===== src/iof_pkg.sv =====
// Shared constants, types and register map for the I/O pin function select block
package iof_pkg;

  // Pin count and register geometry
  localparam int unsigned NUM_PINS = 8;
  localparam int unsigned REG_WIDTH = 16;
  localparam int unsigned BITS_PER_BYTE = 8;

  // Register pointer values carried in the pointer byte
  localparam logic [7:0] PTR_GEN_CTRL = 8'h00;
  localparam logic [7:0] PTR_ANALOG_IN = 8'h01;
  localparam logic [7:0] PTR_ANALOG_OUT = 8'h02;
  localparam logic [7:0] PTR_PULLDOWN = 8'h03;

  // Field positions
  localparam int unsigned LOCK_BIT = 7;

  // Reset values
  localparam logic [NUM_PINS-1:0] ANALOG_IN_RESET = 8'h00;
  localparam logic [NUM_PINS-1:0] ANALOG_OUT_RESET = 8'h00;
  localparam logic [NUM_PINS-1:0] PULLDOWN_RESET = 8'hff;
  localparam logic LOCK_RESET = 1'b0;

  // Bus address of this device on the serial host bus
  localparam logic [6:0] DEV_ADDR_DEFAULT = 7'h2a;

  // Per-pin function selections driven to the pad ring
  typedef struct packed {
    logic [NUM_PINS-1:0] analog_in_sel;
    logic [NUM_PINS-1:0] analog_out_sel;
    logic [NUM_PINS-1:0] weak_pd_sel;
  } iof_pin_cfg_s;

  // Register selected by a pointer byte
  typedef enum logic [2:0] {
    SEL_NONE = 3'h0,
    SEL_GEN_CTRL = 3'h1,
    SEL_ANALOG_IN = 3'h2,
    SEL_ANALOG_OUT = 3'h3,
    SEL_PULLDOWN = 3'h4
  } iof_sel_e;

  // Serial slave states, Gray along the write path
  typedef enum logic [3:0] {
    ST_IDLE = 4'h0,
    ST_ADDR = 4'h1,
    ST_ACK = 4'h3,
    ST_RXB = 4'h2,
    ST_TXB = 4'h6,
    ST_MACK = 4'h7
  } iof_state_e;

  // Position of a received byte within a write
  typedef enum logic [1:0] {
    IDX_PTR = 2'h0,
    IDX_MSB = 2'h1,
    IDX_LSB = 2'h2
  } iof_idx_e;

endpackage


===== src/iof_sync.sv =====
// Three-flop input synchroniser with agreement filter
`timescale 1ns/1ps
module iof_sync #(
  parameter int unsigned WIDTH = 2,
  parameter logic [WIDTH-1:0] RESET_VAL = '1
) (
  // Clock and reset
  input wire logic i_mclk,
  input wire logic i_arst_n,
  // Asynchronous inputs and filtered levels
  input wire logic [WIDTH-1:0] i_async,
  output logic [WIDTH-1:0] o_level
);

  typedef struct packed {
    logic [WIDTH-1:0] f1;
    logic [WIDTH-1:0] f2;
    logic [WIDTH-1:0] f3;
    logic [WIDTH-1:0] level;
  } iof_sync_st_s;

  iof_sync_st_s st;
  iof_sync_st_s next_st;

  // Shift chain; level follows once second and third stages agree
  always_comb begin
    next_st = st;
    next_st.f1 = i_async;
    next_st.f2 = st.f1;
    next_st.f3 = st.f2;
    for (int i = 0; i < int'(WIDTH); i++) begin
      if (st.f2[i] == st.f3[i]) begin
        next_st.level[i] = st.f3[i];
      end
    end
  end

  // State register
  always_ff @(posedge i_mclk or negedge i_arst_n) begin
    if (!i_arst_n) begin
      st <= {RESET_VAL, RESET_VAL, RESET_VAL, RESET_VAL};
    end else begin
      st <= next_st;
    end
  end

  assign o_level = st.level;

endmodule // iof_sync


===== src/iof_pin_select.sv =====
// Pin function select registers behind a serial two-wire host interface
`timescale 1ns/1ps
module iof_pin_select #(
  parameter logic [6:0] DEV_ADDR = iof_pkg::DEV_ADDR_DEFAULT
) (
  // Clock and reset
  input wire logic i_mclk,
  input wire logic i_arst_n,
  // Serial host bus, data line open drain
  input wire logic i_scl,
  input wire logic i_sda,
  output logic o_sda_out,
  output logic o_sda_oe_n,
  // Pin configuration to the pad ring
  output iof_pkg::iof_pin_cfg_s o_pin_cfg,
  output logic o_cfg_lock
);
  import iof_pkg::*;

  typedef struct packed {
    iof_state_e state;
    logic [3:0] bitcnt;
    logic [7:0] shreg;
    logic rw;
    iof_idx_e byte_idx;
    logic [7:0] ptr;
    logic [7:0] msb_buf;
    logic rd_half;
    logic host_ack;
    logic scl_q;
    logic sda_q;
    logic sda_out;
    logic sda_oe_n;
    iof_pin_cfg_s cfg;
    logic lock;
  } iof_st_s;

  localparam logic [3:0] BYTE_BITS = 4'(BITS_PER_BYTE);
  localparam logic [3:0] LAST_BIT = 4'(BITS_PER_BYTE - 1);

  iof_st_s st;
  iof_st_s next_st;
  logic scl_s;
  logic sda_s;
  logic scl_rise;
  logic scl_fall;
  logic start_cond;
  logic stop_cond;
  iof_sel_e cur_sel;
  logic [REG_WIDTH-1:0] rd_word;
  logic [REG_WIDTH-1:0] wr_word;

  // Pointer byte to register selection
  function automatic iof_sel_e reg_sel(input logic [7:0] ptr);
    if (ptr == PTR_GEN_CTRL) begin
      return SEL_GEN_CTRL;
    end else if (ptr == PTR_ANALOG_IN) begin
      return SEL_ANALOG_IN;
    end else if (ptr == PTR_ANALOG_OUT) begin
      return SEL_ANALOG_OUT;
    end else if (ptr == PTR_PULLDOWN) begin
      return SEL_PULLDOWN;
    end else begin
      return SEL_NONE;
    end
  endfunction

  // Read value of a register, reserved bits as zero
  function automatic logic [REG_WIDTH-1:0] read_word(input iof_sel_e sel,
                                                     input iof_pin_cfg_s cfg,
                                                     input logic lock);
    logic [REG_WIDTH-1:0] w;
    w = '0;
    case (sel)
      SEL_GEN_CTRL: w[LOCK_BIT] = lock;
      SEL_ANALOG_IN: w[NUM_PINS-1:0] = cfg.analog_in_sel;
      SEL_ANALOG_OUT: w[NUM_PINS-1:0] = cfg.analog_out_sel;
      SEL_PULLDOWN: w[NUM_PINS-1:0] = cfg.weak_pd_sel;
      default: w = '0;
    endcase
    return w;
  endfunction

  // Bus line synchroniser
  iof_sync #(
    .WIDTH(2),
    .RESET_VAL(2'h3)
  ) u_sync (
    .i_mclk(i_mclk),
    .i_arst_n(i_arst_n),
    .i_async({i_scl, i_sda}),
    .o_level({scl_s, sda_s})
  );

  // Bus edge and condition detection
  assign scl_rise = scl_s & ~st.scl_q;
  assign scl_fall = ~scl_s & st.scl_q;
  assign start_cond = scl_s & st.scl_q & st.sda_q & ~sda_s;
  assign stop_cond = scl_s & st.scl_q & ~st.sda_q & sda_s;
  assign cur_sel = reg_sel(st.ptr);
  assign rd_word = read_word(cur_sel, st.cfg, st.lock);
  assign wr_word = {st.msb_buf, st.shreg};

  // Slave sequencer and register updates
  always_comb begin
    next_st = st;
    next_st.scl_q = scl_s;
    next_st.sda_q = sda_s;
    if (start_cond) begin
      next_st.state = ST_ADDR;
      next_st.bitcnt = '0;
      next_st.sda_oe_n = 1'b1;
    end else if (stop_cond) begin
      next_st.state = ST_IDLE;
      next_st.sda_oe_n = 1'b1;
    end else begin
      case (st.state)
        ST_IDLE: begin
          next_st.sda_oe_n = 1'b1;
        end
        ST_ADDR, ST_RXB: begin
          if (scl_rise && st.bitcnt < BYTE_BITS) begin
            next_st.shreg = {st.shreg[6:0], sda_s};
            next_st.bitcnt = st.bitcnt + 4'h1;
          end else if (scl_fall && st.bitcnt == BYTE_BITS) begin
            next_st.bitcnt = '0;
            if (st.state == ST_ADDR) begin
              if (st.shreg[7:1] == DEV_ADDR) begin
                next_st.rw = st.shreg[0];
                next_st.byte_idx = IDX_PTR;
                next_st.state = ST_ACK;
                next_st.sda_oe_n = 1'b0;
              end else begin
                next_st.state = ST_IDLE;
              end
            end else begin
              next_st.state = ST_ACK;
              next_st.sda_oe_n = 1'b0;
              case (st.byte_idx)
                IDX_PTR: begin
                  next_st.ptr = st.shreg;
                  next_st.byte_idx = IDX_MSB;
                end
                IDX_MSB: begin
                  next_st.msb_buf = st.shreg;
                  next_st.byte_idx = IDX_LSB;
                end
                default: begin
                  next_st.byte_idx = IDX_MSB;
                  // Upper byte is dropped for pin registers
                  case (cur_sel)
                    SEL_GEN_CTRL: next_st.lock = wr_word[LOCK_BIT];
                    SEL_ANALOG_IN: begin
                      if (!st.lock) begin
                        next_st.cfg.analog_in_sel = wr_word[NUM_PINS-1:0];
                      end
                    end
                    SEL_ANALOG_OUT: begin
                      if (!st.lock) begin
                        next_st.cfg.analog_out_sel = wr_word[NUM_PINS-1:0];
                      end
                    end
                    SEL_PULLDOWN: begin
                      if (!st.lock) begin
                        next_st.cfg.weak_pd_sel = wr_word[NUM_PINS-1:0];
                      end
                    end
                    default: begin
                      next_st.lock = st.lock;
                    end
                  endcase
                end
              endcase
            end
          end
        end
        ST_ACK: begin
          if (scl_fall) begin
            if (st.rw) begin
              next_st.shreg = rd_word[REG_WIDTH-1:BITS_PER_BYTE];
              next_st.rd_half = 1'b0;
              next_st.sda_oe_n = rd_word[REG_WIDTH-1];
              next_st.state = ST_TXB;
            end else begin
              next_st.sda_oe_n = 1'b1;
              next_st.state = ST_RXB;
            end
          end
        end
        ST_TXB: begin
          if (scl_fall) begin
            if (st.bitcnt == LAST_BIT) begin
              next_st.bitcnt = '0;
              next_st.sda_oe_n = 1'b1;
              next_st.state = ST_MACK;
            end else begin
              next_st.bitcnt = st.bitcnt + 4'h1;
              next_st.shreg = {st.shreg[6:0], 1'b0};
              next_st.sda_oe_n = st.shreg[6];
            end
          end
        end
        ST_MACK: begin
          if (scl_rise) begin
            next_st.host_ack = ~sda_s;
          end else if (scl_fall) begin
            if (st.host_ack) begin
              next_st.rd_half = ~st.rd_half;
              next_st.shreg = st.rd_half ? rd_word[REG_WIDTH-1:BITS_PER_BYTE]
                                         : rd_word[BITS_PER_BYTE-1:0];
              next_st.sda_oe_n = st.rd_half ? rd_word[REG_WIDTH-1]
                                            : rd_word[BITS_PER_BYTE-1];
              next_st.state = ST_TXB;
            end else begin
              next_st.state = ST_IDLE;
            end
          end
        end
        default: begin
          next_st.state = ST_IDLE;
          next_st.sda_oe_n = 1'b1;
        end
      endcase
    end
  end

  // State register with documented reset values
  always_ff @(posedge i_mclk or negedge i_arst_n) begin
    if (!i_arst_n) begin
      st <= '0;
      st.state <= ST_IDLE;
      st.byte_idx <= IDX_PTR;
      st.scl_q <= 1'b1;
      st.sda_q <= 1'b1;
      st.sda_oe_n <= 1'b1;
      st.cfg.analog_in_sel <= ANALOG_IN_RESET;
      st.cfg.analog_out_sel <= ANALOG_OUT_RESET;
      st.cfg.weak_pd_sel <= PULLDOWN_RESET;
      st.lock <= LOCK_RESET;
    end else begin
      st <= next_st;
    end
  end

  // Outputs straight from state; a clear bit leaves the pin to other logic
  assign o_pin_cfg = st.cfg;
  assign o_cfg_lock = st.lock;
  assign o_sda_out = st.sda_out;
  assign o_sda_oe_n = st.sda_oe_n;

endmodule // iof_pin_select


===== config.mk =====
export PLATFORM = sky130hd
export DESIGN_NAME = iof_pin_select
export DESIGN_NICKNAME = d
export VERILOG_FILES = /design/src/iof_pkg.sv /design/src/iof_sync.sv /design/src/iof_pin_select.sv
export SDC_FILE = /design/constraint.sdc
export NUM_CORES = 1
export LEC_CHECK = 0
export ABC_AREA = 0
export BUFFER_PORTS_ARGS = -buffer_cell sky130_fd_sc_hd__buf_2
export CORE_UTILIZATION = 60
export DETAILED_ROUTE_END_ITERATION = 16
export GPL_ROUTABILITY_DRIVEN = 0
export GPL_TIMING_DRIVEN = 0
export PLACE_DENSITY = 0.89
export SETUP_SLACK_MARGIN = 0.5
export SYNTH_ARGS = -nofsm -noshare
export SYNTH_HDL_FRONTEND = slang
export SYNTH_SLANG_ARGS = --single-unit

===== constraint.sdc =====
create_clock -name i_mclk -period 5.2 [get_ports i_mclk]
set_input_delay 1.04 -clock i_mclk [delete_from_list [all_inputs] [get_ports i_mclk]]
set_output_delay 1.04 -clock i_mclk [all_outputs]
set_load 0.01 [all_outputs]

==> flow_summary.yaml, run 1 <==
routing:
  detailroute.via_count: 2484
  drt-vias-per-instance: 5.99
  drt_wl_total_mm: 6.93
  drt_iter0_markers: 279
  detail_route.wl_per_cell_um: 16.7
  first_pass_iters: 5
  drtAntennaViolNets: 0
  post-route-drc-count: 0
layout:
  most-common-layout-cells: "48 x sky130_fd_sc_hd__mux2_2, 45 x sky130_fd_sc_hd__dfrtp_1, 30 x sky130_fd_sc_hd__buf_2"
  antenna-diode-count: 0
  synthToLayoutAreaGrowth_pct: 12.4
  finish.instance_area_um2: 3780
  layout.nets: 346
  final_common_cell: "sky130_fd_sc_hd__mux2_2"
  final.fill_count: 375
  post_route_cells_drive_above_1_share: 0.417
synthesis:
  synth_top_flop_cell: "sky130_fd_sc_hd__dfrtp_1"
  yosys_register_bits: 64
  synth_adder_area_share: 0.0134
  synth-simple-area-share: 0.131
  async_flop_share: 1.00
  syn-cell-area_um2: 3370
  postSynthAreaPerCell_um2: 11.2
  synth_top_family_by_area: "multiplexers"
  synth_warnings: 0
  synth_enable_flop_cells: 0
  yosys_cell_types: 54
  yosys.area_share.xor_xnor: 0.00260
  synthesis.nets: 306
  synth-compound-area-share: 0.105
  yosys-mux-area-fraction: 0.179
  synthCells: 300
  synth_sequential_area_ratio: 0.483
grt:
  global_route_wire_length_before_repair_mm: 11.7
  first_global_vias: 2485
  globalRouteTotalUtil: 0.258
  number_of_antenna_violations_at_the_first_check_in_global_routing: 0
  gr-total-overflow: 0
  grt_start_max_net_pins: 65
floorplanning:
  die-width_um: 76.9
  core.rowCount: 26
  die_h_um: 76.9
  dieArea_um2: 5920
  initial_cell_density_of_the_core: 0.639
  design.portCount: 31
  placeableCoreArea_um2: 5270
sta:
  final.setup.tns_ns: 0
  timing.final.crit_share: 0.575
  slew-limit-headroom: 0.240
  hold_slack_ns: 0.356
  tightestPinTransition_ns: 1.13
  fin_skew_ns: 0.00979
  timing.final.crit_period_ns: 2.99
  grt_setup_unrepaired: "false"
  finalSetupViolations: 0
  fmax_ghz: 0.334
  timing.final.max_slew_violations: 0
  finalHoldViolations: 0
critical_path:
  critPathSlowestCell: "sky130_fd_sc_hd__or4b_4"
  worstSetupPathType: "reg -> reg"
  cpPeakStageDelay_ns: 0.58
  endpoint_kind: "flip-flop"
  crit_path_max_fanout: 8
  worst_ep_required_time_ns: 5.43
  timing.critical_path.arrival_ns: 3.22
  timing.critical_path.cells: "inv_1 > ha_1 > nand3b_1 > or4_4 > or4b_4 > nor3b_4 > mux2_2"
  cp-start-kind: "flip-flop"
cts:
  cts_post_setup_buffers_inserted: 0
  clock_slew_at_the_register_clock_pins_of_the_worst_setup_and_hold_paths_ns: 0.07
  worstSkewPairLatency_ns: 0.34
  cts_tree: "built"
  post_cts_hold_buffer_count: 0
  cts.path.max_buffers: 2
  cts_root_buffer: "sky130_fd_sc_hd__clkbuf_8"
  postCtsResizedCells: 0
  cts_made_buffers: 9
  clock_tree.htree_level_count: 3
  clock-sinks: 64
power:
  power_density_nw_per_um2: 287
  cellInternalPower_mw: 0.800
  switching_share: 0.264
  power.share.clock: 0.373
  worst_ir_drop_vdd_v: 0.000204
  power.sequential.fraction: 0.513
  totalPowerFinal_mw: 1.09
  reported_net_switching_power_mw: 0.286
  pwr-share-comb: 0.113
  total_leakage_power_nw: 1.78
hold_path:
  worstHoldPathType: "reg -> reg"
job:
  cap_viol_max_count: 0
place:
  place.detailed.hpwl_mm: 4.61
  postPlaceCellArea_um2: 3600
  input_output_buffers: 29
outcome:
  status: "finished, final reports clean"
[worst paths after layout]
path	startpoint	endpoint	slack (ns)	cells past startpoint
worst max-delay path	st[58]$_DFFE_PN0P_	o_pin_cfg[21]$_DFFE_PN0P_	2.21	7
worst min register to register	u_sync.next_st[5]$_DFF_PN1_	u_sync.next_st[3]$_DFF_PN1_	0.36	0
worst min-delay path	u_sync.next_st[5]$_DFF_PN1_	u_sync.next_st[3]$_DFF_PN1_	0.36	0
worst max register to register	st[58]$_DFFE_PN0P_	o_pin_cfg[21]$_DFFE_PN0P_	2.21	7
min in group asynchronous	i_arst_n	st[29]$_DFFE_PN0P_	0.78	1
max in group asynchronous	i_arst_n	st[58]$_DFFE_PN0P_	3.92	1
[state kept, by name (all words and copies together) (netlist names)]
signal,count
u_sync.o_level,2
o_pin_cfg,24
u_sync.next_st,4
o_cfg_lock,1
st,30
o_sda_oe_n,1
u_sync.st,2
[power groups by stage]
stage               sequential (mW)  combinational, mW  clock [mW]
floorplan                     0.557             0.0858           0
global placement              0.562              0.116           0
detailed placement            0.566              0.121           0
CTS                           0.557              0.122       0.410
global route                  0.562              0.138       0.431
finish                        0.557              0.123       0.405
[per-stage QoR]
step                      std cells   util  setup WS (ns)
final                           415  0.718           2.21
after global routing            415  0.718           2.08
after CTS                       415  0.718           2.20
after detailed placement        399  0.683           2.20
after global placement          399  0.683           2.27
after floorplan                 300      -           2.59
[critical path: cells and delay by family (launching register included)]
| kind | cells | cell delay, ns |
|---|---|---|
| simple gates | 4 | 1.80 |
| flops | 1 | 0.40 |
| mux | 1 | 0.40 |
| fa+ha+maj | 1 | 0.18 |
| buf+inv | 1 | 0.10 |
[final cells by class]
cell class / count / area [um^2] / area share
Sequential cell: 64 / 1630 / 0.429
Multi-Input combinational cell: 188 / 1460 / 0.385
Tap cell: 70 / 87.6 / 0.0231
Timing Repair Buffer: 29 / 148 / 0.0390
Buffer: 39 / 251 / 0.0664
Clock buffer: 13 / 139 / 0.0367
Clock inverter: 3 / 43.8 / 0.0116
Inverter: 9 / 33.8 / 0.00893
[synthesized netlist by cell type (3+ instances only)]
cell / count / area, um^2
sky130_fd_sc_hd__dfrtp_1: 45 / 1130
sky130_fd_sc_hd__and3b_1: 4 / 35.0
sky130_fd_sc_hd__nand3_1: 7 / 35.0
sky130_fd_sc_hd__o31ai_1: 3 / 22.5
sky130_fd_sc_hd__a211oi_1: 3 / 22.5
sky130_fd_sc_hd__nor2b_1: 4 / 25.0
sky130_fd_sc_hd__buf_4: 25 / 188
sky130_fd_sc_hd__o22ai_1: 3 / 18.8
sky130_fd_sc_hd__nor3_1: 3 / 15.0
sky130_fd_sc_hd__clkbuf_1: 9 / 33.8
sky130_fd_sc_hd__nor2_1: 11 / 41.3
sky130_fd_sc_hd__a22oi_1: 8 / 60.1
sky130_fd_sc_hd__nor3b_1: 3 / 22.5
sky130_fd_sc_hd__mux2i_1: 4 / 40.0
sky130_fd_sc_hd__o21ai_0: 18 / 90.1
sky130_fd_sc_hd__nand2b_1: 3 / 18.8
sky130_fd_sc_hd__a21oi_1: 7 / 35.0
sky130_fd_sc_hd__mux2_2: 48 / 541
sky130_fd_sc_hd__dfstp_2: 19 / 499
sky130_fd_sc_hd__nand2_1: 19 / 71.3
sky130_fd_sc_hd__inv_1: 9 / 33.8
[cells by family (layout without fill, tap and decap cells)]
family | Yosys count | in the layout
simple gates | 74 | 74
xor+xnor | 1 | 1
buf+inv | 48 | 93
fa+ha+maj | 4 | 4
other cells | 1 | 1
compound gates | 55 | 55
mux | 53 | 53
flops | 64 | 64
[layer usage]
layer  track usage  part of all wire  up-vias
met5             0                 0        -
met2         0.396              0.47      108
met4         0.133             0.018        0
li1              -                 -     1146
met1         0.351              0.44     1216
met3        0.0452             0.070       14
Note: power is estimated with default switching activity, not from simulation.
==> run 2: changes to the inputs <==
--- a/config.mk
+++ b/config.mk
@@ -7,11 +7,11 @@
 export LEC_CHECK = 0
 export ABC_AREA = 0
 export BUFFER_PORTS_ARGS = -buffer_cell sky130_fd_sc_hd__buf_2
-export CORE_UTILIZATION = 60
+export CORE_UTILIZATION = 59
 export DETAILED_ROUTE_END_ITERATION = 16
 export GPL_ROUTABILITY_DRIVEN = 0
 export GPL_TIMING_DRIVEN = 0
-export PLACE_DENSITY = 0.89
+export PLACE_DENSITY = 0.88
 export SETUP_SLACK_MARGIN = 0.5
 export SYNTH_ARGS = -nofsm -noshare
 export SYNTH_HDL_FRONTEND = slang
==> constraint.sdc (replaced) <==
create_clock -name i_mclk -period 2.8 [get_ports i_mclk]
set_input_delay 0.56 -clock i_mclk [delete_from_list [all_inputs] [get_ports i_mclk]]
set_output_delay 0.56 -clock i_mclk [all_outputs]
set_load 0.01 [all_outputs]
==> run 2 against run 1 <==
Against the previous run: total power is 96% higher; final cell count grew 3.9%; worst setup slack lost 2.0 ns; wire length rose by 17%; die area up 1.6%; highest routed layer unchanged.
==> flow_summary.yaml, run 2 (synthesized netlist as in run 1, its figures left out) <==
critical_path:
  worstSetupPathType: "reg -> reg"
  worst_ep_required_time_ns: 3.03
  crit_path_max_fanout: 8
  worst_r2r_startpoint: "st[28]$_DFF_PN1_"
  reg2reg_depth: 7
  cp-start-kind: "flip-flop"
  regToRegSetupSlack_ns: 0.20
  endpoint_kind: "flip-flop"
  timing.critical_path.arrival_ns: 2.83
  rr_endpoint: "o_pin_cfg[23]$_DFFE_PN0P_"
power:
  total_leakage_power_nw: 1.91
  power_density_nw_per_um2: 520
  worst_ir_drop_vdd_v: 0.000466
place:
  postPlaceCellArea_um2: 3670
  place_ws_ns: -0.122
  input_output_buffers: 29
  placedCellCount: 401
  place.detailed.hpwl_mm: 4.62
sta:
  timing.final.crit_share: 0.930
  finalHoldViolations: 0
  fmax_ghz: 0.384
  timing.final.max_slew_violations: 0
  finalSetupViolations: 0
  slew-limit-headroom: 0.480
  final.setup.tns_ns: 0
  tightestPinTransition_ns: 0.780
  timing.final.crit_period_ns: 2.60
  fin_skew_ns: 0.0119
  grt_setup_unrepaired: "true"
  timing.final.ws_setup_ns: 0.197
floorplanning:
  initial_cell_density_of_the_core: 0.611
  core.rowCount: 27
  design.portCount: 31
  dieArea_um2: 6010
  die_h_um: 77.5
  die-width_um: 77.5
  placeableCoreArea_um2: 5510
grt:
  first_global_vias: 2534
  gr-total-overflow: 0
  globalRouteTotalUtil: 0.276
  global_route_wire_length_before_repair_mm: 12.6
  grt_start_max_net_pins: 65
  number_of_antenna_violations_at_the_first_check_in_global_routing: 0
layout:
  synthToLayoutAreaGrowth_pct: 21.6
  layout.nets: 360
  reg_with_most_ffs: "st"
  final_common_cell: "sky130_fd_sc_hd__dfrtp_1"
  most-common-layout-cells: "44 x sky130_fd_sc_hd__dfrtp_1, 37 x sky130_fd_sc_hd__buf_4, 29 x sky130_fd_sc_hd__buf_2"
  final.fill_count: 339
  finish.instance_area_um2: 4090
  largest_register_ffs: 30
  antenna-diode-count: 0
  post_route_cells_drive_above_1_share: 0.476
  layout.cells.non_filler: 431
  final-seq-area_um2: 1630
  fin_util: 0.743
  multiInputGateArea_um2: 1590
cts:
  clock_slew_at_the_register_clock_pins_of_the_worst_setup_and_hold_paths_ns: 0.07
  clock_tree.htree_level_count: 3
  cts_tree: "built"
  clock-sinks: 64
  cts.path.max_buffers: 2
  worstSkewPairLatency_ns: 0.35
  post_cts_hold_buffer_count: 0
  cts_made_buffers: 9
  cts_root_buffer: "sky130_fd_sc_hd__clkbuf_8"
routing:
  first_pass_iters: 6
  drt_iter0_markers: 333
  detail_route.wl_per_cell_um: 18.8
  drt-vias-per-instance: 6.18
  post-route-drc-count: 0
  drtAntennaViolNets: 0
  drt_wl_total_mm: 8.09
  detailroute.via_count: 2665
job:
  cap_viol_max_count: 0
outcome:
  status: "finished, final reports clean"
hold_path:
  worstHoldPathType: "in -> async"
## run 2: routing by layer
layer | GRT usage | wire (um) | vias up
li1 | - | - | 1161
met1 | 0.373 | 3290 | 1316
met2 | 0.442 | 3940 | 157
met3 | 0.0435 | 642 | 31
met4 | 0.119 | 212 | 0
met5 | 0 | 0 | -
## run 2: power by group
group / switching (mW) / internal, mW
Clock: 0.368 / 0.434
Combinational: 0.155 / 0.128
Sequential: 0.0618 / 0.981
## run 2: what timing repair did
| item | in CTS | in global routing |
|---|---|---|
| buffers inserted | 10 | 4 |
| setup endpoints to repair | 40 | 40 |
| pin swaps | 5 | 3 |
| gates resized for setup | 17 | 13 |
## run 2: how the worst max path moves through the flow
stage,startpoint,end,slack [ns]
floorplan,st[59]$_DFFE_PN0P_,o_pin_cfg[16]$_DFFE_PN0P_,0.22
global placement,st[58]$_DFFE_PN0P_,o_pin_cfg[21]$_DFFE_PN0P_,-0.05
detailed placement,st[58]$_DFFE_PN0P_,o_pin_cfg[18]$_DFFE_PN0P_,-0.12
CTS,st[28]$_DFF_PN1_,o_pin_cfg[15]$_DFFE_PN0P_,0.20
global route,st[28]$_DFF_PN1_,o_pin_cfg[23]$_DFFE_PN0P_,0.14
finish,st[28]$_DFF_PN1_,o_pin_cfg[23]$_DFFE_PN0P_,0.20
## run 2: worst max-delay path, cell delays in order (launching register included)
cell and delay, ns:
sky130_fd_sc_hd__dfstp_2 0.54, sky130_fd_sc_hd__buf_8 0.11, sky130_fd_sc_hd__nand2b_4 0.05, sky130_fd_sc_hd__or4_4 0.51, sky130_fd_sc_hd__or4b_4 0.53, sky130_fd_sc_hd__nor3b_4 0.25
sky130_fd_sc_hd__buf_12 0.18, sky130_fd_sc_hd__mux2_4 0.31
## run 2: cell type report
type | count | area share
Inverter | 9 | 0.00825
Tap cell | 72 | 0.0220
Multi-Input combinational cell | 188 | 0.389
Clock buffer | 11 | 0.0345
Sequential cell | 64 | 0.397
Clock inverter | 5 | 0.0138
Buffer | 39 | 0.0666
Timing Repair Buffer | 43 | 0.0688
## run 2: metrics by stage
| step | total power [mW] | hold slack (ns) |
|---|---|---|
| 6_report | 2.13 | 0.272 |
| 5_1_grt | 2.20 | 0.308 |
| 4_1_cts | 2.10 | 0.309 |
| 3_5_place_dp | 1.29 | 0.349 |
| 3_3_place_gp | 1.27 | 0.346 |
| 2_1_floorplan | 1.21 | 0.264 |
==> run 3: changes to the inputs <==
--- a/config.mk
+++ b/config.mk
@@ -8,11 +8,11 @@
 export ABC_AREA = 0
 export BUFFER_PORTS_ARGS = -buffer_cell sky130_fd_sc_hd__buf_2
 export CORE_UTILIZATION = 59
+export CTS_CLUSTER_SIZE = 8
 export DETAILED_ROUTE_END_ITERATION = 16
 export GPL_ROUTABILITY_DRIVEN = 0
 export GPL_TIMING_DRIVEN = 0
 export PLACE_DENSITY = 0.88
-export SETUP_SLACK_MARGIN = 0.5
 export SYNTH_ARGS = -nofsm -noshare
 export SYNTH_HDL_FRONTEND = slang
 export SYNTH_SLANG_ARGS = --single-unit
==> run 3 against run 2 <==
Against the previous run: highest routed layer unchanged; hold slack improved by 0.027 ns; clock-buffer cell count rose by 1; clock skew fell by 0.0033 ns; sequential cell count did not move; wire length fell by 8.1%; critical path type unchanged; clock power fell by 17%; final cell count fell by 1.2%; largest power group unchanged; largest cell class unchanged; total power fell by 7.0%.
==> flow_summary.yaml, run 3 (synthesized netlist as in run 1, its figures left out) <==
grt:
  gr-total-overflow: 0
  grt_start_max_net_pins: 65
  number_of_antenna_violations_at_the_first_check_in_global_routing: 0
  first_global_vias: 2489
  globalRouteTotalUtil: 0.265
  global_route_wire_length_before_repair_mm: 12.0
layout:
  largest_register_ffs: 30
  post_route_cells_drive_above_1_share: 0.446
  final_common_cell: "sky130_fd_sc_hd__mux2_2"
  most-common-layout-cells: "46 x sky130_fd_sc_hd__mux2_2, 45 x sky130_fd_sc_hd__dfrtp_1, 34 x sky130_fd_sc_hd__buf_4"
  layout.nets: 355
  layout.cells.non_filler: 426
  reg_with_most_ffs: "st"
  synthToLayoutAreaGrowth_pct: 15.5
  fin_util: 0.706
  antenna-diode-count: 0
hold_path:
  worstHoldPathType: "in -> async"
sta:
  fin_skew_ns: 0.00855
  grt_setup_unrepaired: "false"
  timing.final.ws_setup_ns: 0.0836
  slew-limit-headroom: 0.475
  finalHoldViolations: 0
  timing.final.crit_share: 0.970
  final.setup.tns_ns: 0
  timing.final.max_slew_violations: 0
  finalSetupViolations: 0
  fmax_ghz: 0.368
  tightestPinTransition_ns: 0.787
  timing.final.crit_period_ns: 2.72
floorplanning:
  design.portCount: 31
  core.rowCount: 27
  dieArea_um2: 6010
  die-width_um: 77.5
  initial_cell_density_of_the_core: 0.611
  placeableCoreArea_um2: 5510
  die_h_um: 77.5
critical_path:
  crit_path_max_fanout: 9
  timing.critical_path.arrival_ns: 2.95
  worst_ep_required_time_ns: 3.03
  endpoint_kind: "flip-flop"
  worstSetupPathType: "reg -> reg"
  cp-start-kind: "flip-flop"
routing:
  drt_iter0_markers: 338
  drt_wl_total_mm: 7.43
  post-route-drc-count: 0
  first_pass_iters: 5
  drt-vias-per-instance: 6.00
  detail_route.wl_per_cell_um: 17.4
  drtAntennaViolNets: 0
  detailroute.via_count: 2556
power:
  switching_share: 0.281
  power.share.clock: 0.335
  total_leakage_power_nw: 1.83
  reported_net_switching_power_mw: 0.556
  cellInternalPower_mw: 1.42
  pwr-share-comb: 0.140
  power.sequential.fraction: 0.525
  worst_ir_drop_vdd_v: 0.000413
  power_density_nw_per_um2: 508
cts:
  cts_root_buffer: "sky130_fd_sc_hd__clkbuf_8"
  clock_slew_at_the_register_clock_pins_of_the_worst_setup_and_hold_paths_ns: 0.07
  cts_made_buffers: 9
  clock-sinks: 64
  worstSkewPairLatency_ns: 0.34
  cts_tree: "built"
  cts.path.max_buffers: 2
  clock_tree.htree_level_count: 3
job:
  cap_viol_max_count: 0
place:
  place_ws_ns: -0.112
  input_output_buffers: 29
  place.detailed.hpwl_mm: 4.69
  placedCellCount: 401
outcome:
  status: "finished, final reports clean"
## run 3: cell count changes in the layout (fill, tap and decap cells not counted), sizes merged
cell | previous run | this run
buf | 73 | 67
clkbuf | 20 | 22
bufinv | 1 | 0
## run 3: power by group through the flow
stage	Sequential [mW]	Clock, mW	Combinational (mW)
finish	1.04	0.663	0.277
CTS	1.03	0.665	0.238
floorplan	1.03	0	0.159
detailed placement	1.05	0	0.223
global placement	1.04	0	0.212
global route	1.04	0.711	0.308
## run 3: per-stage QoR
stage                     instance area [um^2]  hold slack [ns]  total power, mW
after floorplan                           3370            0.264             1.19
after global placement                    3600            0.346             1.26
after detailed placement                  3600            0.349             1.27
after CTS                                 3830            0.311             1.94
after global routing                      3890            0.305             2.06
final                                     3890            0.299             1.98
## run 3: worst paths after layout
kind | from | endpoint | slack, ns | depth (start not counted)
max | st[28]$_DFF_PN1_ | o_pin_cfg[20]$_DFFE_PN0P_ | 0.08 | 7
min | i_arst_n | st[60]$_DFFE_PN0P_ | 0.30 | 1
max reg2reg | st[28]$_DFF_PN1_ | o_pin_cfg[20]$_DFFE_PN0P_ | 0.08 | 7
min reg2reg | u_sync.next_st[5]$_DFF_PN1_ | u_sync.next_st[3]$_DFF_PN1_ | 0.36 | 0
max in group asynchronous | i_arst_n | st[62]$_DFFE_PN0P_ | 1.99 | 1
min in group i_mclk | i_scl | u_sync.next_st[5]$_DFF_PN1_ | 0.32 | 1
## run 3: layout make-up
cell class | count | area [um^2]
sequential | 64 | 1630
fill | 393 | 1620
multi-input combinational | 188 | 1500
buffer | 39 | 258
timing repair buffer | 38 | 228
clock buffer | 12 | 135
tap | 72 | 90.1
inverter | 9 | 33.8
clock inverter | 4 | 22.5
## run 3: metal layers
| metal | share of wire | global-route usage |
|---|---|---|
| met1 | 0.42 | 0.335 |
| met2 | 0.49 | 0.427 |
| met3 | 0.052 | 0.0565 |
| met4 | 0.037 | 0.142 |
| met5 | 0 | 0 |
## run 3: repair_timing
item	CTS	global route
buffers inserted	5	4
resized for setup	4	7
setup endpoints to repair	31	16
hold buffers	0	0
pin swaps	3	3
endpoints found under the hold margin	0	0
## run 3: worst max-delay path, cell delays in order (launching register included)
cell and delay, ns:
sky130_fd_sc_hd__dfstp_2 0.52, sky130_fd_sc_hd__clkbuf_2 0.22, sky130_fd_sc_hd__nand2b_4 0.10, sky130_fd_sc_hd__or4_4 0.43
sky130_fd_sc_hd__or4b_4 0.58, sky130_fd_sc_hd__nor3b_4 0.26, sky130_fd_sc_hd__buf_12 0.17, sky130_fd_sc_hd__mux2_2 0.33
